===== config.mk =====
export PLATFORM = sky130hd
export DESIGN_NAME = rtc_indirect_access_control
export DESIGN_NICKNAME = d
export VERILOG_FILES = /design/src/core/rtc_access_pkg.sv /design/src/core/strobe_timer.sv /design/src/core/rtc_indirect_access_control.sv
export SDC_FILE = /design/constraint.sdc
export NUM_CORES = 1
export LEC_CHECK = 0
export BUFFER_PORTS_ARGS = -buffer_cell sky130_fd_sc_hd__clkbuf_2
export CORE_AREA = 2 2 71 73
export CTS_BUF_LIST = sky130_fd_sc_hd__clkbuf_8
export DETAILED_ROUTE_END_ITERATION = 10
export DIE_AREA = 0 0 73 75
export PLACE_DENSITY = 0.75
export SLEW_MARGIN = 30
export SYNTH_ARGS = -nofsm -noshare
export SYNTH_HDL_FRONTEND = slang
export SYNTH_HIERARCHICAL = 1
export SYNTH_SLANG_ARGS = --single-unit

===== constraint.sdc =====
create_clock -name ref_clk_in -period 3.8 [get_ports ref_clk_in]
set_input_delay 0.76 -clock ref_clk_in [delete_from_list [all_inputs] [get_ports ref_clk_in]]
set_output_delay 0.76 -clock ref_clk_in [all_outputs]
set_load 0.02 [all_outputs]

===== src/core/rtc_access_pkg.sv =====
// Purpose: constants for the clock indirect access control block
// Assumes: 8-bit special function register bus, 100 MHz system clock
// Notes:   offsets are byte addresses on the special function register bus
package rtc_access_pkg;
   localparam logic [7:0] ADDR_CTRL_OFS  = 8'hAC;
   localparam logic [7:0] ADDR_DATA_OFS  = 8'hAD;
   localparam int         BUSY_POS       = 7;
   localparam int         AUTO_POS       = 6;
   localparam int         VREG_POS       = 5;
   localparam int         FAST_POS       = 4;
   localparam int         SEL_MSB        = 3;
   localparam logic [7:0] CTRL_RESET     = 8'h00;
   localparam logic [7:0] DATA_RESET     = 8'h00;
   localparam logic [2:0] STROBE_LONG    = 3'h4;
   localparam logic [2:0] STROBE_SHORT   = 3'h1;
   typedef enum logic [1:0] {
      ST_IDLE  = 2'b00,
      ST_READ  = 2'b01,
      ST_WRITE = 2'b10
   } xfer_state_t;
endpackage


===== src/core/strobe_timer.sv =====
// Purpose: times one indirect strobe into the clock domain
// Assumes: start pulses only while idle
// Notes:   width 4 cycles, or 1 with fast timing
module strobe_timer
(
   input  wire logic ref_clk_in,
   input  wire logic rst_n_in,
   input  wire logic start_in,
   input  wire logic fast_in,
   output logic      active_out,
   output logic      done_out
);
   import rtc_access_pkg::*;

   logic [2:0] count_r;
   logic [2:0] count_nxt;
   logic [2:0] load_val;

   assign load_val  = fast_in ? STROBE_SHORT : STROBE_LONG;
   assign count_nxt = start_in ? load_val :
                      (count_r != 3'h0) ? count_r - 3'h1 : 3'h0;
   assign active_out = (count_r != 3'h0);
   assign done_out   = (count_r == 3'h1);

   always_ff @(posedge ref_clk_in or negedge rst_n_in) begin
      if (!rst_n_in) begin
         count_r <= 3'h0;
      end else begin
         count_r <= count_nxt;
      end
   end
endmodule


===== src/core/rtc_indirect_access_control.sv =====
// Purpose: indirect access control register into the clock's internal registers
// Assumes: processor writes/reads registers with one-cycle strobes
// Notes:   clock internal registers live outside; this block drives strobes
module rtc_indirect_access_control
(
   input  wire logic       ref_clk_in,
   input  wire logic       arst_n_in,
   input  wire logic [7:0] sfr_addr_in,
   input  wire logic [7:0] sfr_wdata_in,
   input  wire logic       sfr_wr_in,
   input  wire logic       sfr_rd_in,
   input  wire logic       backup_above_main_in,
   input  wire logic [7:0] rtc_rdata_in,
   output logic [7:0]      sfr_rdata_out,
   output logic            rtc_rd_strobe_out,
   output logic            rtc_wr_strobe_out,
   output logic [3:0]      rtc_index_out,
   output logic [7:0]      rtc_wdata_out,
   output logic            backup_regulator_on_out
);
   import rtc_access_pkg::*;

   // ==========================================================
   // reset release
   logic rst_meta_r;
   logic rst_n_r;
   always_ff @(posedge ref_clk_in or negedge arst_n_in) begin
      if (!arst_n_in) begin
         rst_meta_r <= 1'b0;
         rst_n_r    <= 1'b0;
      end else begin
         rst_meta_r <= 1'b1;
         rst_n_r    <= rst_meta_r;
      end
   end

   // ==========================================================
   // decode
   logic ctrl_wr;
   logic data_wr;
   logic data_rd;
   logic ctrl_rd;
   logic idle;
   logic start_rd;
   logic start_wr;
   xfer_state_t state_r;
   xfer_state_t state_nxt;
   logic        tmr_active;
   logic        tmr_done;

   assign ctrl_wr = sfr_wr_in && (sfr_addr_in == ADDR_CTRL_OFS);
   assign data_wr = sfr_wr_in && (sfr_addr_in == ADDR_DATA_OFS);
   assign ctrl_rd = sfr_rd_in && (sfr_addr_in == ADDR_CTRL_OFS);
   assign data_rd = sfr_rd_in && (sfr_addr_in == ADDR_DATA_OFS);
   assign idle    = (state_r == ST_IDLE);

   // ==========================================================
   // control register fields
   logic       auto_read_enable_r;
   logic       backup_regulator_enable_r;
   logic       fast_timing_r;
   logic [3:0] sel_index_r;
   logic [7:0] data_r;

   // data read rearms read when auto read is enabled
   // data writes and busy starts during a transfer are dropped, control fields still update; the strobe already in flight wins
   assign start_rd = idle && ((ctrl_wr && sfr_wdata_in[BUSY_POS]) ||
                              (data_rd && auto_read_enable_r));
   assign start_wr = idle && data_wr;

   always_comb begin
      state_nxt = state_r;
      case (state_r)
         ST_IDLE: begin
            if (start_wr) begin
               state_nxt = ST_WRITE;
            end else if (start_rd) begin
               state_nxt = ST_READ;
            end
         end
         ST_READ: begin
            if (tmr_done) begin
               state_nxt = ST_IDLE;
            end
         end
         ST_WRITE: begin
            if (tmr_done) begin
               state_nxt = ST_IDLE;
            end
         end
         default: begin
            state_nxt = ST_IDLE;
         end
      endcase
   end

   strobe_timer u_timer (
      .ref_clk_in (ref_clk_in),
      .rst_n_in   (rst_n_r),
      .start_in   (start_rd || start_wr),
      .fast_in    (fast_timing_r),
      .active_out (tmr_active),
      .done_out   (tmr_done)
   );

   always_ff @(posedge ref_clk_in or negedge rst_n_r) begin
      if (!rst_n_r) begin
         state_r <= ST_IDLE;
      end else begin
         state_r <= state_nxt;
      end
   end

   always_ff @(posedge ref_clk_in or negedge rst_n_r) begin
      if (!rst_n_r) begin
         auto_read_enable_r        <= CTRL_RESET[AUTO_POS];
         backup_regulator_enable_r <= CTRL_RESET[VREG_POS];
         fast_timing_r             <= CTRL_RESET[FAST_POS];
         sel_index_r               <= CTRL_RESET[SEL_MSB:0];
      end else begin
         if (ctrl_wr) begin
            auto_read_enable_r <= sfr_wdata_in[AUTO_POS];
            fast_timing_r      <= sfr_wdata_in[FAST_POS];
            sel_index_r        <= sfr_wdata_in[SEL_MSB:0];
         end
         if (backup_above_main_in) begin
            backup_regulator_enable_r <= 1'b1;
         end else if (ctrl_wr) begin
            backup_regulator_enable_r <= sfr_wdata_in[VREG_POS];
         end
      end
   end

   // read data captured at end of indirect read
   always_ff @(posedge ref_clk_in or negedge rst_n_r) begin
      if (!rst_n_r) begin
         data_r <= DATA_RESET;
      end else if (start_wr) begin
         data_r <= sfr_wdata_in;
      end else if ((state_r == ST_READ) && tmr_done) begin
         data_r <= rtc_rdata_in;
      end
   end

   // ==========================================================
   // outputs, all registered
   logic [7:0] ctrl_view;
   logic [7:0] rdata_nxt;
   logic       busy_nxt;

   assign busy_nxt  = (state_nxt != ST_IDLE);
   assign ctrl_view = {busy_nxt, auto_read_enable_r, backup_regulator_enable_r,
                       fast_timing_r, sel_index_r};
   assign rdata_nxt = ctrl_rd ? ctrl_view : (data_rd ? data_r : 8'h00);

   always_ff @(posedge ref_clk_in or negedge rst_n_r) begin
      if (!rst_n_r) begin
         sfr_rdata_out           <= 8'h00;
         rtc_rd_strobe_out       <= 1'b0;
         rtc_wr_strobe_out       <= 1'b0;
         rtc_index_out           <= 4'h0;
         rtc_wdata_out           <= 8'h00;
         backup_regulator_on_out <= 1'b0;
      end else begin
         sfr_rdata_out <= rdata_nxt;
         rtc_rd_strobe_out <= (state_nxt == ST_READ);
         rtc_wr_strobe_out <= (state_nxt == ST_WRITE);
         rtc_index_out <= ctrl_wr && idle ? sfr_wdata_in[SEL_MSB:0] : sel_index_r;
         if (start_wr) begin
            rtc_wdata_out <= sfr_wdata_in;
         end
         backup_regulator_on_out <= backup_regulator_enable_r || backup_above_main_in;
      end
   end

   // ==========================================================
   // checks
   property p_busy_start;
      @(posedge ref_clk_in) disable iff (!rst_n_r)
      (idle && ctrl_wr && sfr_wdata_in[BUSY_POS] && !data_wr) |=> rtc_rd_strobe_out;
   endproperty
   a_busy_start: assert property (p_busy_start) else $error("busy write gave no read");

   property p_long;
      @(posedge ref_clk_in) disable iff (!rst_n_r)
      (start_rd && !start_wr && !fast_timing_r) |=> rtc_rd_strobe_out [*4] ##1 !rtc_rd_strobe_out;
   endproperty
   a_long: assert property (p_long) else $error("long strobe not four cycles");

   property p_short;
      @(posedge ref_clk_in) disable iff (!rst_n_r)
      (start_rd && !start_wr && fast_timing_r) |=> rtc_rd_strobe_out ##1 !rtc_rd_strobe_out;
   endproperty
   a_short: assert property (p_short) else $error("short strobe not one cycle");

   property p_clear;
      @(posedge ref_clk_in) disable iff (!rst_n_r)
      !idle |-> ##[1:4] idle;
   endproperty
   a_clear: assert property (p_clear) else $error("busy did not clear");

   property p_busy_view;
      @(posedge ref_clk_in) disable iff (!rst_n_r)
      ctrl_rd |=> (sfr_rdata_out[BUSY_POS] == !idle);
   endproperty
   a_busy_view: assert property (p_busy_view) else $error("busy read wrong");

   property p_force;
      @(posedge ref_clk_in) disable iff (!rst_n_r)
      backup_above_main_in |=> backup_regulator_on_out && backup_regulator_enable_r;
   endproperty
   a_force: assert property (p_force) else $error("regulator not forced");

   property p_off;
      @(posedge ref_clk_in) disable iff (!rst_n_r)
      (!backup_regulator_enable_r && !backup_above_main_in) |=> !backup_regulator_on_out;
   endproperty
   a_off: assert property (p_off) else $error("regulator on while disabled");

   property p_auto;
      @(posedge ref_clk_in) disable iff (!rst_n_r)
      (idle && data_rd && auto_read_enable_r) |=> rtc_rd_strobe_out;
   endproperty
   a_auto: assert property (p_auto) else $error("auto read not started");

   property p_index;
      @(posedge ref_clk_in) disable iff (!rst_n_r)
      (rtc_rd_strobe_out && $past(rtc_rd_strobe_out)) |-> (rtc_index_out == sel_index_r);
   endproperty
   a_index: assert property (p_index) else $error("index mismatch");

   property p_layout;
      @(posedge ref_clk_in) disable iff (!rst_n_r)
      (idle && ctrl_wr && !sfr_wdata_in[BUSY_POS] && !backup_above_main_in) |=>
         (ctrl_view[6:0] == $past(sfr_wdata_in[6:0]));
   endproperty
   a_layout: assert property (p_layout) else $error("field layout wrong");
endmodule


# [Word-level counts from Yosys, hierarchy flattened]
# Index checks and enable logic that the tools add are counted.
[word_totals] register_bits=45 inputBits=29 elab_cells=56
[classes] n_addsub=1 n_eq_ne=7 mux=14 reduce_logical=19
[op_table] cell="$mux W8" n=4
[op_table] cell="$eq A8 B8 Y1 const B" n=2
[op_table] cell="$logic_and A1 B1 Y1" n=10
[op_table] cell="$mux W3" n=3
[op_table] cell="$mux W2" n=3
[op_table] cell="$reduce_bool A2 Y1" n=3
[op_table] cell="$eq A2 B1 Y1 const B" n=2
[op_table] cell="$eq A2 B2 Y1 const B" n=2
[op_table] cell="$mux W4" n=1
[op_table] cell="$pmux W2 S2" n=1
[op_table] cell="$eq A3 B1 Y1 const B" n=1
[op_table] cell="$logic_or A1 B1 Y1" n=3
[op_table] cell="$reduce_bool A3 Y1" n=1
[op_table] cell="$sub A3 B1 Y3 const B" n=1
[op_table] cell="$logic_not A2 Y1" n=1
[op_table] cell="$mux W1" n=2
[op_table] cell="$reduce_or A2 Y1" n=1

# [Logic depth before layout (Yosys ltp)]
# Gate-level depths: netlist (run 1).
[depth] depth_word=10 mapped_depth=7

# [By module]
# Netlist (run 1), hierarchy kept.
[modules_own_cells] module="rtc_indirect_access_control" instances=1 cells_per_inst=150 area_each_um2=1816.7 seq_area_each_um2=1051.0
[modules_own_cells] module="strobe_timer" instances=1 cells_per_inst=13 area_each_um2=137.6 seq_area_each_um2=75.1

# [Worst setup path before layout (run 1)]
# Ideal clock, no wire load.
[synth_path] path_type="input to register" from="in sfr_addr_in[6]" to="reg rtc_index_out[0]" t_arrival_ns=1.944 required_ns=3.675 setup_slack_ns=1.731 cell_stages=4 path_buffers=0 path_cell_list="nand4bb_4 nor3_4 and2_1 mux2_2"
[synth_between] elab_chain_len=4
[synth_lines] element="start, declared" line_no="rtc_indirect_access_control.sv:8" source="input wire logic [7:0] sfr_addr_in,"
[synth_lines] element="$eq A8 B8 Y1" line_no="rtc_indirect_access_control.sv:51" source="assign ctrl_wr = sfr_wr_in && (sfr_addr_in == ADDR_CTRL_OFS);"
[synth_lines] element="$logic_and A1 B1 Y1" line_no="rtc_indirect_access_control.sv:51"
[synth_lines] element="$logic_and A1 B1 Y1" line_no="rtc_indirect_access_control.sv:168" source="rtc_index_out <= ctrl_wr && idle ? sfr_wdata_in[SEL_MSB:0] : sel_index_r;"
[synth_lines] element="$mux W4" line_no="rtc_indirect_access_control.sv:168"
[synth_lines] element="end signal, assigned" line_no="rtc_indirect_access_control.sv:168"
[synth_lines] element="end, declared" line_no="rtc_indirect_access_control.sv:17" source="output logic [3:0] rtc_index_out,"
# No other way between the ends.
# A chain may end at the register's enable or synchronous reset.

# [Worst setup path in the final report (run 1)]
[layout_path] from="in sfr_addr_in[0]" to="reg sfr_rdata_out[7]"
[layout_between] elab_chain_len=10 elab_cells_between_ends=17 cone_classes="eq/ne (2); mux (5); reduce/logical (10)"
[layout_lines] element="$eq A8 B8 Y1, on equally long branches"
[layout_lines] element="$logic_and A1 B1 Y1, on equally long branches" line_no="rtc_indirect_access_control.sv:51, rtc_indirect_access_control.sv:54"
[layout_lines] element="$logic_and A1 B1 Y1, on equally long branches" line_no="rtc_indirect_access_control.sv:67, rtc_indirect_access_control.sv:68"
[layout_lines] element="$logic_or A1 B1 Y1" line_no="rtc_indirect_access_control.sv:67" source="assign start_rd = idle && ((ctrl_wr && sfr_wdata_in[BUSY_POS]) ||"
[layout_lines] element="$logic_and A1 B1 Y1" line_no="rtc_indirect_access_control.sv:67"
[layout_lines] element="$mux W2" line_no="rtc_indirect_access_control.sv:77" source="end else if (start_rd) begin"
[layout_lines] element="$mux W2" line_no="rtc_indirect_access_control.sv:75" source="if (start_wr) begin"
[layout_lines] element="$pmux W2 S2" line_no="rtc_indirect_access_control.sv:73" source="case (state_r)"
[layout_lines] element="$reduce_bool A2 Y1" line_no="rtc_indirect_access_control.sv:151" source="assign busy_nxt = (state_nxt != ST_IDLE);"
[layout_lines] element="$mux W8 *" line_no="rtc_indirect_access_control.sv:154" source="assign rdata_nxt = ctrl_rd ? ctrl_view : (data_rd ? data_r : 8'h00);"
[layout_lines] element="named net rdata_nxt[7]" line_no="rtc_indirect_access_control.sv:148" source="logic [7:0] rdata_nxt;"
[layout_lines] element="end signal, assigned" line_no="rtc_indirect_access_control.sv:165" source="sfr_rdata_out <= rdata_nxt;"
[layout_lines] element="end, declared" line_no="rtc_indirect_access_control.sv:14" source="output logic [7:0] sfr_rdata_out,"
# Mark *: on every way through the listed nets, which the timed path passes. The rest lies on a longest branch.

==> impl_metrics.yaml, run 1 <==
routing:
  drt_pass1_iterations: 4
  drt_iter0_drc: 55
  drc: 0
  drt-total-wl_um: 3820
  ant_nets: 0
  via_count: 1355
  wire_per_inst_um: 14.0
  viasPerCell: 4.96
cells_and_area:
  layout_commonest_cell: "clkbuf_2"
  final_cells: 273
  drive_gt1_share_pct: 36.1
  seqCellArea_sq_um: 1130
  post-route-util_pct: 50.4
  diodes: 0
  multi_input_area_sq_um: 763
  mostFrequentLayoutCells: "clkbuf_2 (51), dfrtp_1 (44), o21ai_0 (17), nand2_1 (16), mux2i_1 (16)"
  final_nets: 250
  synthToLayoutAreaGrowth_pct: 20.6
  fill_cells: 432
global_route:
  antenna_found_initial: 0
  grt_pass1_vias: 1378
  grt_usage_pct: 15.4
  grt-ovfl-total: 0
  grt_max_degree: 44
  grt_pass1_wl_um: 6330
place:
  port_buffers: 51
  dp.final_hpwl_um: 2820
  dp.cells: 265
  gp_congestion: 0.742
power_and_ir_drop:
  p_int_uw: 686
  power_frac_comb_pct: 12.6
  p_sw_uw: 242
  p_leak_uw: 0.00124
  power_uw: 928
  switching_share_pct: 26.1
  powerDensity_nw_per_um2: 395
  ir_drop_v: 0.000241
  power.share.clock_pct: 29.9
  sequentialPowerShare_pct: 57.5
floorplanning:
  die_x_um: 73
  ioPinCount: 52
  core_sq_um: 4660
  num_rows: 25
  initial_utilization_pct: 41.8
  die_y_um: 75
  die_area_sq_um: 5480
worst_setup_path:
  r2r_slack_ps: 1880
  cp.depth: 6
  worstPathCellList: "clkbuf_2 > nand4b_1 > a2111oi_2 > o22ai_1 > nor3b_1 > o41ai_2"
  crit_arrival_ps: 2230
  criticalPathCategory: "input port to flip-flop"
  crit_fanout: 15
  start_kind: "input port"
  cp_top_family: "compound AO/OA/AOI/OAI gates"
  critPathMaxStageDelay_ps: 370
  cp.required_ps: 3990
  path_buf_inv: 1
  r2r_cells: 7
  slowest_stage: "clkbuf_2"
  setup.worst_path.end_class: "flip-flop"
flow_run:
  cap_violations: 0
sta:
  rsz0062_at_grt: "no"
  setup_violations: 0
  max_slew_margin_pct: 59.3
  fmax_mhz: 489
  slew_violations: 0
  finalHoldViolCount: 0
  finalClockSkew_ps: 6.86
  final.min_clock_period_ps: 2040
  fin_tns_setup_ps: 0
  timing.final.crit_share_pct: 53.8
  worst_pin_slew_ps: 607
  fin_hold_ws_ps: 236
synth:
  synth_area_sq_um: 1950
  synth_nets: 194
  synthCells: 162
  ys_warn_count: 6
  avgSynthCellArea_sq_um: 12.0
clocking:
  clk_latency_ps: 290
  clk_pin_slew_ps: 80
  cts_setup_buffers: 0
  clock_sink_count: 45
  tritoncts: "yes"
  cts_hold_buf: 0
  cts-htree-levels: 2
  cts_buffer_depth: 2
  cts_buffers: 5
  cts_resized: 0
  cts_root_buf: "clkbuf_8"
run_status:
  status: "complete, no violations"
worst_hold_path:
  min_path_type: "input port to async pin"
metal layers:
layer | global-route usage [%] | routed length, um
met4 | 7.00 | 57
met3 | 3.21 | 149
met2 | 25.7 | 1870
met5 | 0 | 0
met1 | 19.3 | 1740
worst reg2reg max path, stage by stage, from the launching register on:
cell     delay [ps]
dfrtp_1         420
inv_1           100
ha_1            280
nand2_1         100
nor3_2          480
buf_4           300
nand2_1          90
o21ai_0          80
flip-flops by register name, summed over array words and instances (netlist names), 2 cells and up:
| name | flops |
|---|---|
| rtc_wdata_out | 8 |
| state_r | 2 |
| sfr_rdata_out | 8 |
| u_timer/count_r | 3 |
| rtc_index_out | 4 |
| data_r | 8 |
| sel_index_r | 4 |
power groups by stage:
stage / Combinational [uW] / Sequential [uW] / Clock [uW]
2_1_floorplan: 59.4 / 552 / 0
3_3_place_gp: 115 / 543 / 0
3_5_place_dp: 118 / 544 / 0
4_1_cts: 119 / 534 / 286
5_1_grt: 131 / 540 / 311
6_report: 117 / 533 / 278
stage by stage:
step | worst slack [ps] | instance area, sq um
6_report | 1760 | 2350
5_1_grt | 1560 | 2350
4_1_cts | 1740 | 2350
3_5_place_dp | 1420 | 2260
3_3_place_gp | 1380 | 2260
2_1_floorplan | 1730 | 1950
cell type report:
type	count	share of cell area, %
tap	54	2.88
multi-input combinational	103	32.5
sequential	45	48.1
clock inverter	3	0.639
clock buffer	5	2.93
inverter	11	1.76
timing repair buffer	52	11.2
path summary, 6_finish.rpt:
| kind | to | start |
|---|---|---|
| worst max-delay path | sfr_rdata_out[7] | sfr_addr_in[0] |
| worst min-delay path | rst_meta_r | arst_n_in |
| max in group asynchronous | data_r[7] | rst_n_r |
| worst max register to register | rtc_wdata_out[7] | state_r[1] |
| min in group ref_clk_in | rst_n_r | rst_meta_r |
| worst min register to register | sfr_rdata_out[3] | rst_n_r |
No activity file was read; power rests on OpenSTA's default activity.
==> run 2: changes to the inputs <==
--- a/config.mk
+++ b/config.mk
@@ -5,11 +5,12 @@
 export SDC_FILE = /design/constraint.sdc
 export NUM_CORES = 1
 export LEC_CHECK = 0
+export ABC_AREA = 1
 export BUFFER_PORTS_ARGS = -buffer_cell sky130_fd_sc_hd__clkbuf_2
-export CORE_AREA = 2 2 71 73
+export CORE_AREA = 2 2 72 74
 export CTS_BUF_LIST = sky130_fd_sc_hd__clkbuf_8
 export DETAILED_ROUTE_END_ITERATION = 10
-export DIE_AREA = 0 0 73 75
+export DIE_AREA = 0 0 74 76
 export PLACE_DENSITY = 0.75
 export SLEW_MARGIN = 30
 export SYNTH_ARGS = -nofsm -noshare
==> constraint.sdc (replaced) <==
create_clock -name ref_clk_in -period 2.1 [get_ports ref_clk_in]
set_input_delay 0.42 -clock ref_clk_in [delete_from_list [all_inputs] [get_ports ref_clk_in]]
set_output_delay 0.42 -clock ref_clk_in [all_outputs]
set_load 0.02 [all_outputs]
==> run 2 against run 1 <==
Via count up 17%. Die area up 2.7%. Utilization down 0.57 points. Critical path depth up 4. Global-route usage up 0.41 points. Hold slack worse by 80 ps. Synthesized area up 3.8%. Non-clock buffer count up 3. First-iteration DRC count up 25%. Sequential share of layout area down 2.0 points.
==> impl_metrics.yaml, run 2 <==
worst_setup_path:
  cp.required_ps: 2330
  cp_top_family: "simple AND/OR/NAND/NOR gates"
  crit_fanout: 19
  path_buf_inv: 4
  slowest_stage: "dfrtp_1"
  start_kind: "flip-flop"
  critPathLaunch: "state_r[1]"
  criticalPathCategory: "flip-flop to flip-flop"
  worstPathCellList: "inv_1 > ha_1 > nand2_1 > inv_1 > nand3_2 > buf_4 > nand2_1 > inv_2 > or2_0 > o21ai_1"
  r2r-start: "state_r[1]"
  setup.worst_path.end_class: "flip-flop"
  critPathMaxStageDelay_ps: 400
  crit_arrival_ps: 1990
synth:
  avgSynthCellArea_sq_um: 9.27
  synthCells: 218
  synth_nets: 250
  synth_area_sq_um: 2020
  ys_warn_count: 6
clocking:
  tritoncts: "yes"
  clk_latency_ps: 300
  cts_root_buf: "clkbuf_8"
  cts_buffers: 5
  clk_pin_slew_ps: 80
  clock_sink_count: 45
  cts_buffer_depth: 2
  cts-htree-levels: 2
  cts_setup_buffers: 0
place:
  port_buffers: 51
  dp.final_hpwl_um: 3220
  gp_congestion: 0.834
sta:
  setup_violations: 0
  fin_tns_setup_ps: 0
  rsz0062_at_grt: "no"
  final.min_clock_period_ps: 1770
  finalHoldViolCount: 0
  timing.final.crit_share_pct: 84.3
  fmax_mhz: 565
  fin_hold_ws_ps: 156
  finalClockSkew_ps: 8.68
  slew_violations: 0
cells_and_area:
  reg_top3: "data_r: 8 flops, rtc_wdata_out: 8 flops, sfr_rdata_out: 8 flops"
  fill_cells: 469
  final_nets: 308
  drive_gt1_share_pct: 30.7
  diodes: 0
  synthToLayoutAreaGrowth_pct: 21.1
  layout_commonest_cell: "nand2_1"
  mostFrequentLayoutCells: "nand2_1 (74), clkbuf_2 (51), dfrtp_1 (44), inv_1 (27), nand3_1 (14)"
floorplanning:
  num_rows: 26
  initial_utilization_pct: 41.1
  die_x_um: 74
  die_area_sq_um: 5620
  core_sq_um: 4910
  die_y_um: 76
  ioPinCount: 52
routing:
  viasPerCell: 4.55
  drt_iter0_drc: 69
  drt_pass1_iterations: 4
  wire_per_inst_um: 11.5
  ant_nets: 0
  drt-total-wl_um: 3990
  via_count: 1579
  drc: 0
global_route:
  grt_usage_pct: 15.8
  grt_pass1_wl_um: 6860
  antenna_found_initial: 0
  grt-ovfl-total: 0
  grt_max_degree: 20
  grt_pass1_vias: 1522
power_and_ir_drop:
  p_leak_uw: 0.00136
  powerDensity_nw_per_um2: 690
  ir_drop_v: 0.000348
worst_hold_path:
  min_path_type: "flip-flop to async pin"
run_status:
  status: "complete, no violations"
flow_run:
  cap_violations: 0
-- run 2: area by class of cell --
type / instances / area, sq um / area share, %
clock inverter: 3 / 22.5 / 0.920
multi-input combinational: 139 / 739 / 30.2
tap: 70 / 87.6 / 3.58
timing repair buffer: 55 / 288 / 11.8
inverter: 30 / 114 / 4.65
sequential: 45 / 1130 / 46.1
clock buffer: 5 / 68.8 / 2.81
-- run 2: final timing paths --
| check | cells after the start | slack, ps | endpoint |
|---|---|---|---|
| setup / recovery | 10 | 330 | u_timer/count_r[2] |
| hold / removal | 0 | 160 | rtc_wdata_out[2] |
| setup reg to reg | 10 | 330 | u_timer/count_r[2] |
| hold reg to reg | 0 | 160 | rtc_wdata_out[2] |
| max in group asynchronous | 1 | 1420 | data_r[5] |
| min in group ref_clk_in | 2 | 340 | backup_regulator_on_out |
-- run 2: routing by layer --
metal	vias to the layer above	global-route usage, %	wire length (um)
met4	0	5.45	59
met5	-	0	0
met2	46	24.4	1950
li1	794	-	-
met1	731	21.0	1730
met3	8	4.76	255
-- run 2: metrics by stage --
stage               std cells  cell area, sq um  setup WS (ps)  total power [uW]  utilization (%)
floorplan                 218              2020            403              1090                -
global placement          338              2350            436              1170             47.8
detailed placement        338              2350            350              1180             47.8
CTS                       347              2450            323              1710             49.8
global route              347              2450            190              1780             49.8
finish                    347              2450            331              1690             49.8
-- run 2: power by group --
group / internal, uW / switching [uW]
logic: 84.1 / 124
clock network: 236 / 292
registers: 920 / 34.3
total: 1240 / 450
-- run 2: timing repair --
action,CTS,global route
hold buffers,1,0
endpoints found under the hold margin,2,0
setup endpoints to repair,0,0
gates resized for setup,0,0
-- run 2: worst register-to-register path, cell delays in order, from the launching register on --
cell and delay, ps:
dfrtp_1 400, inv_1 100, ha_1 290, nand2_1 80
inv_1 70, nand3_2 90, buf_4 220, nand2_1 120
inv_2 60, or2_0 200, o21ai_1 70
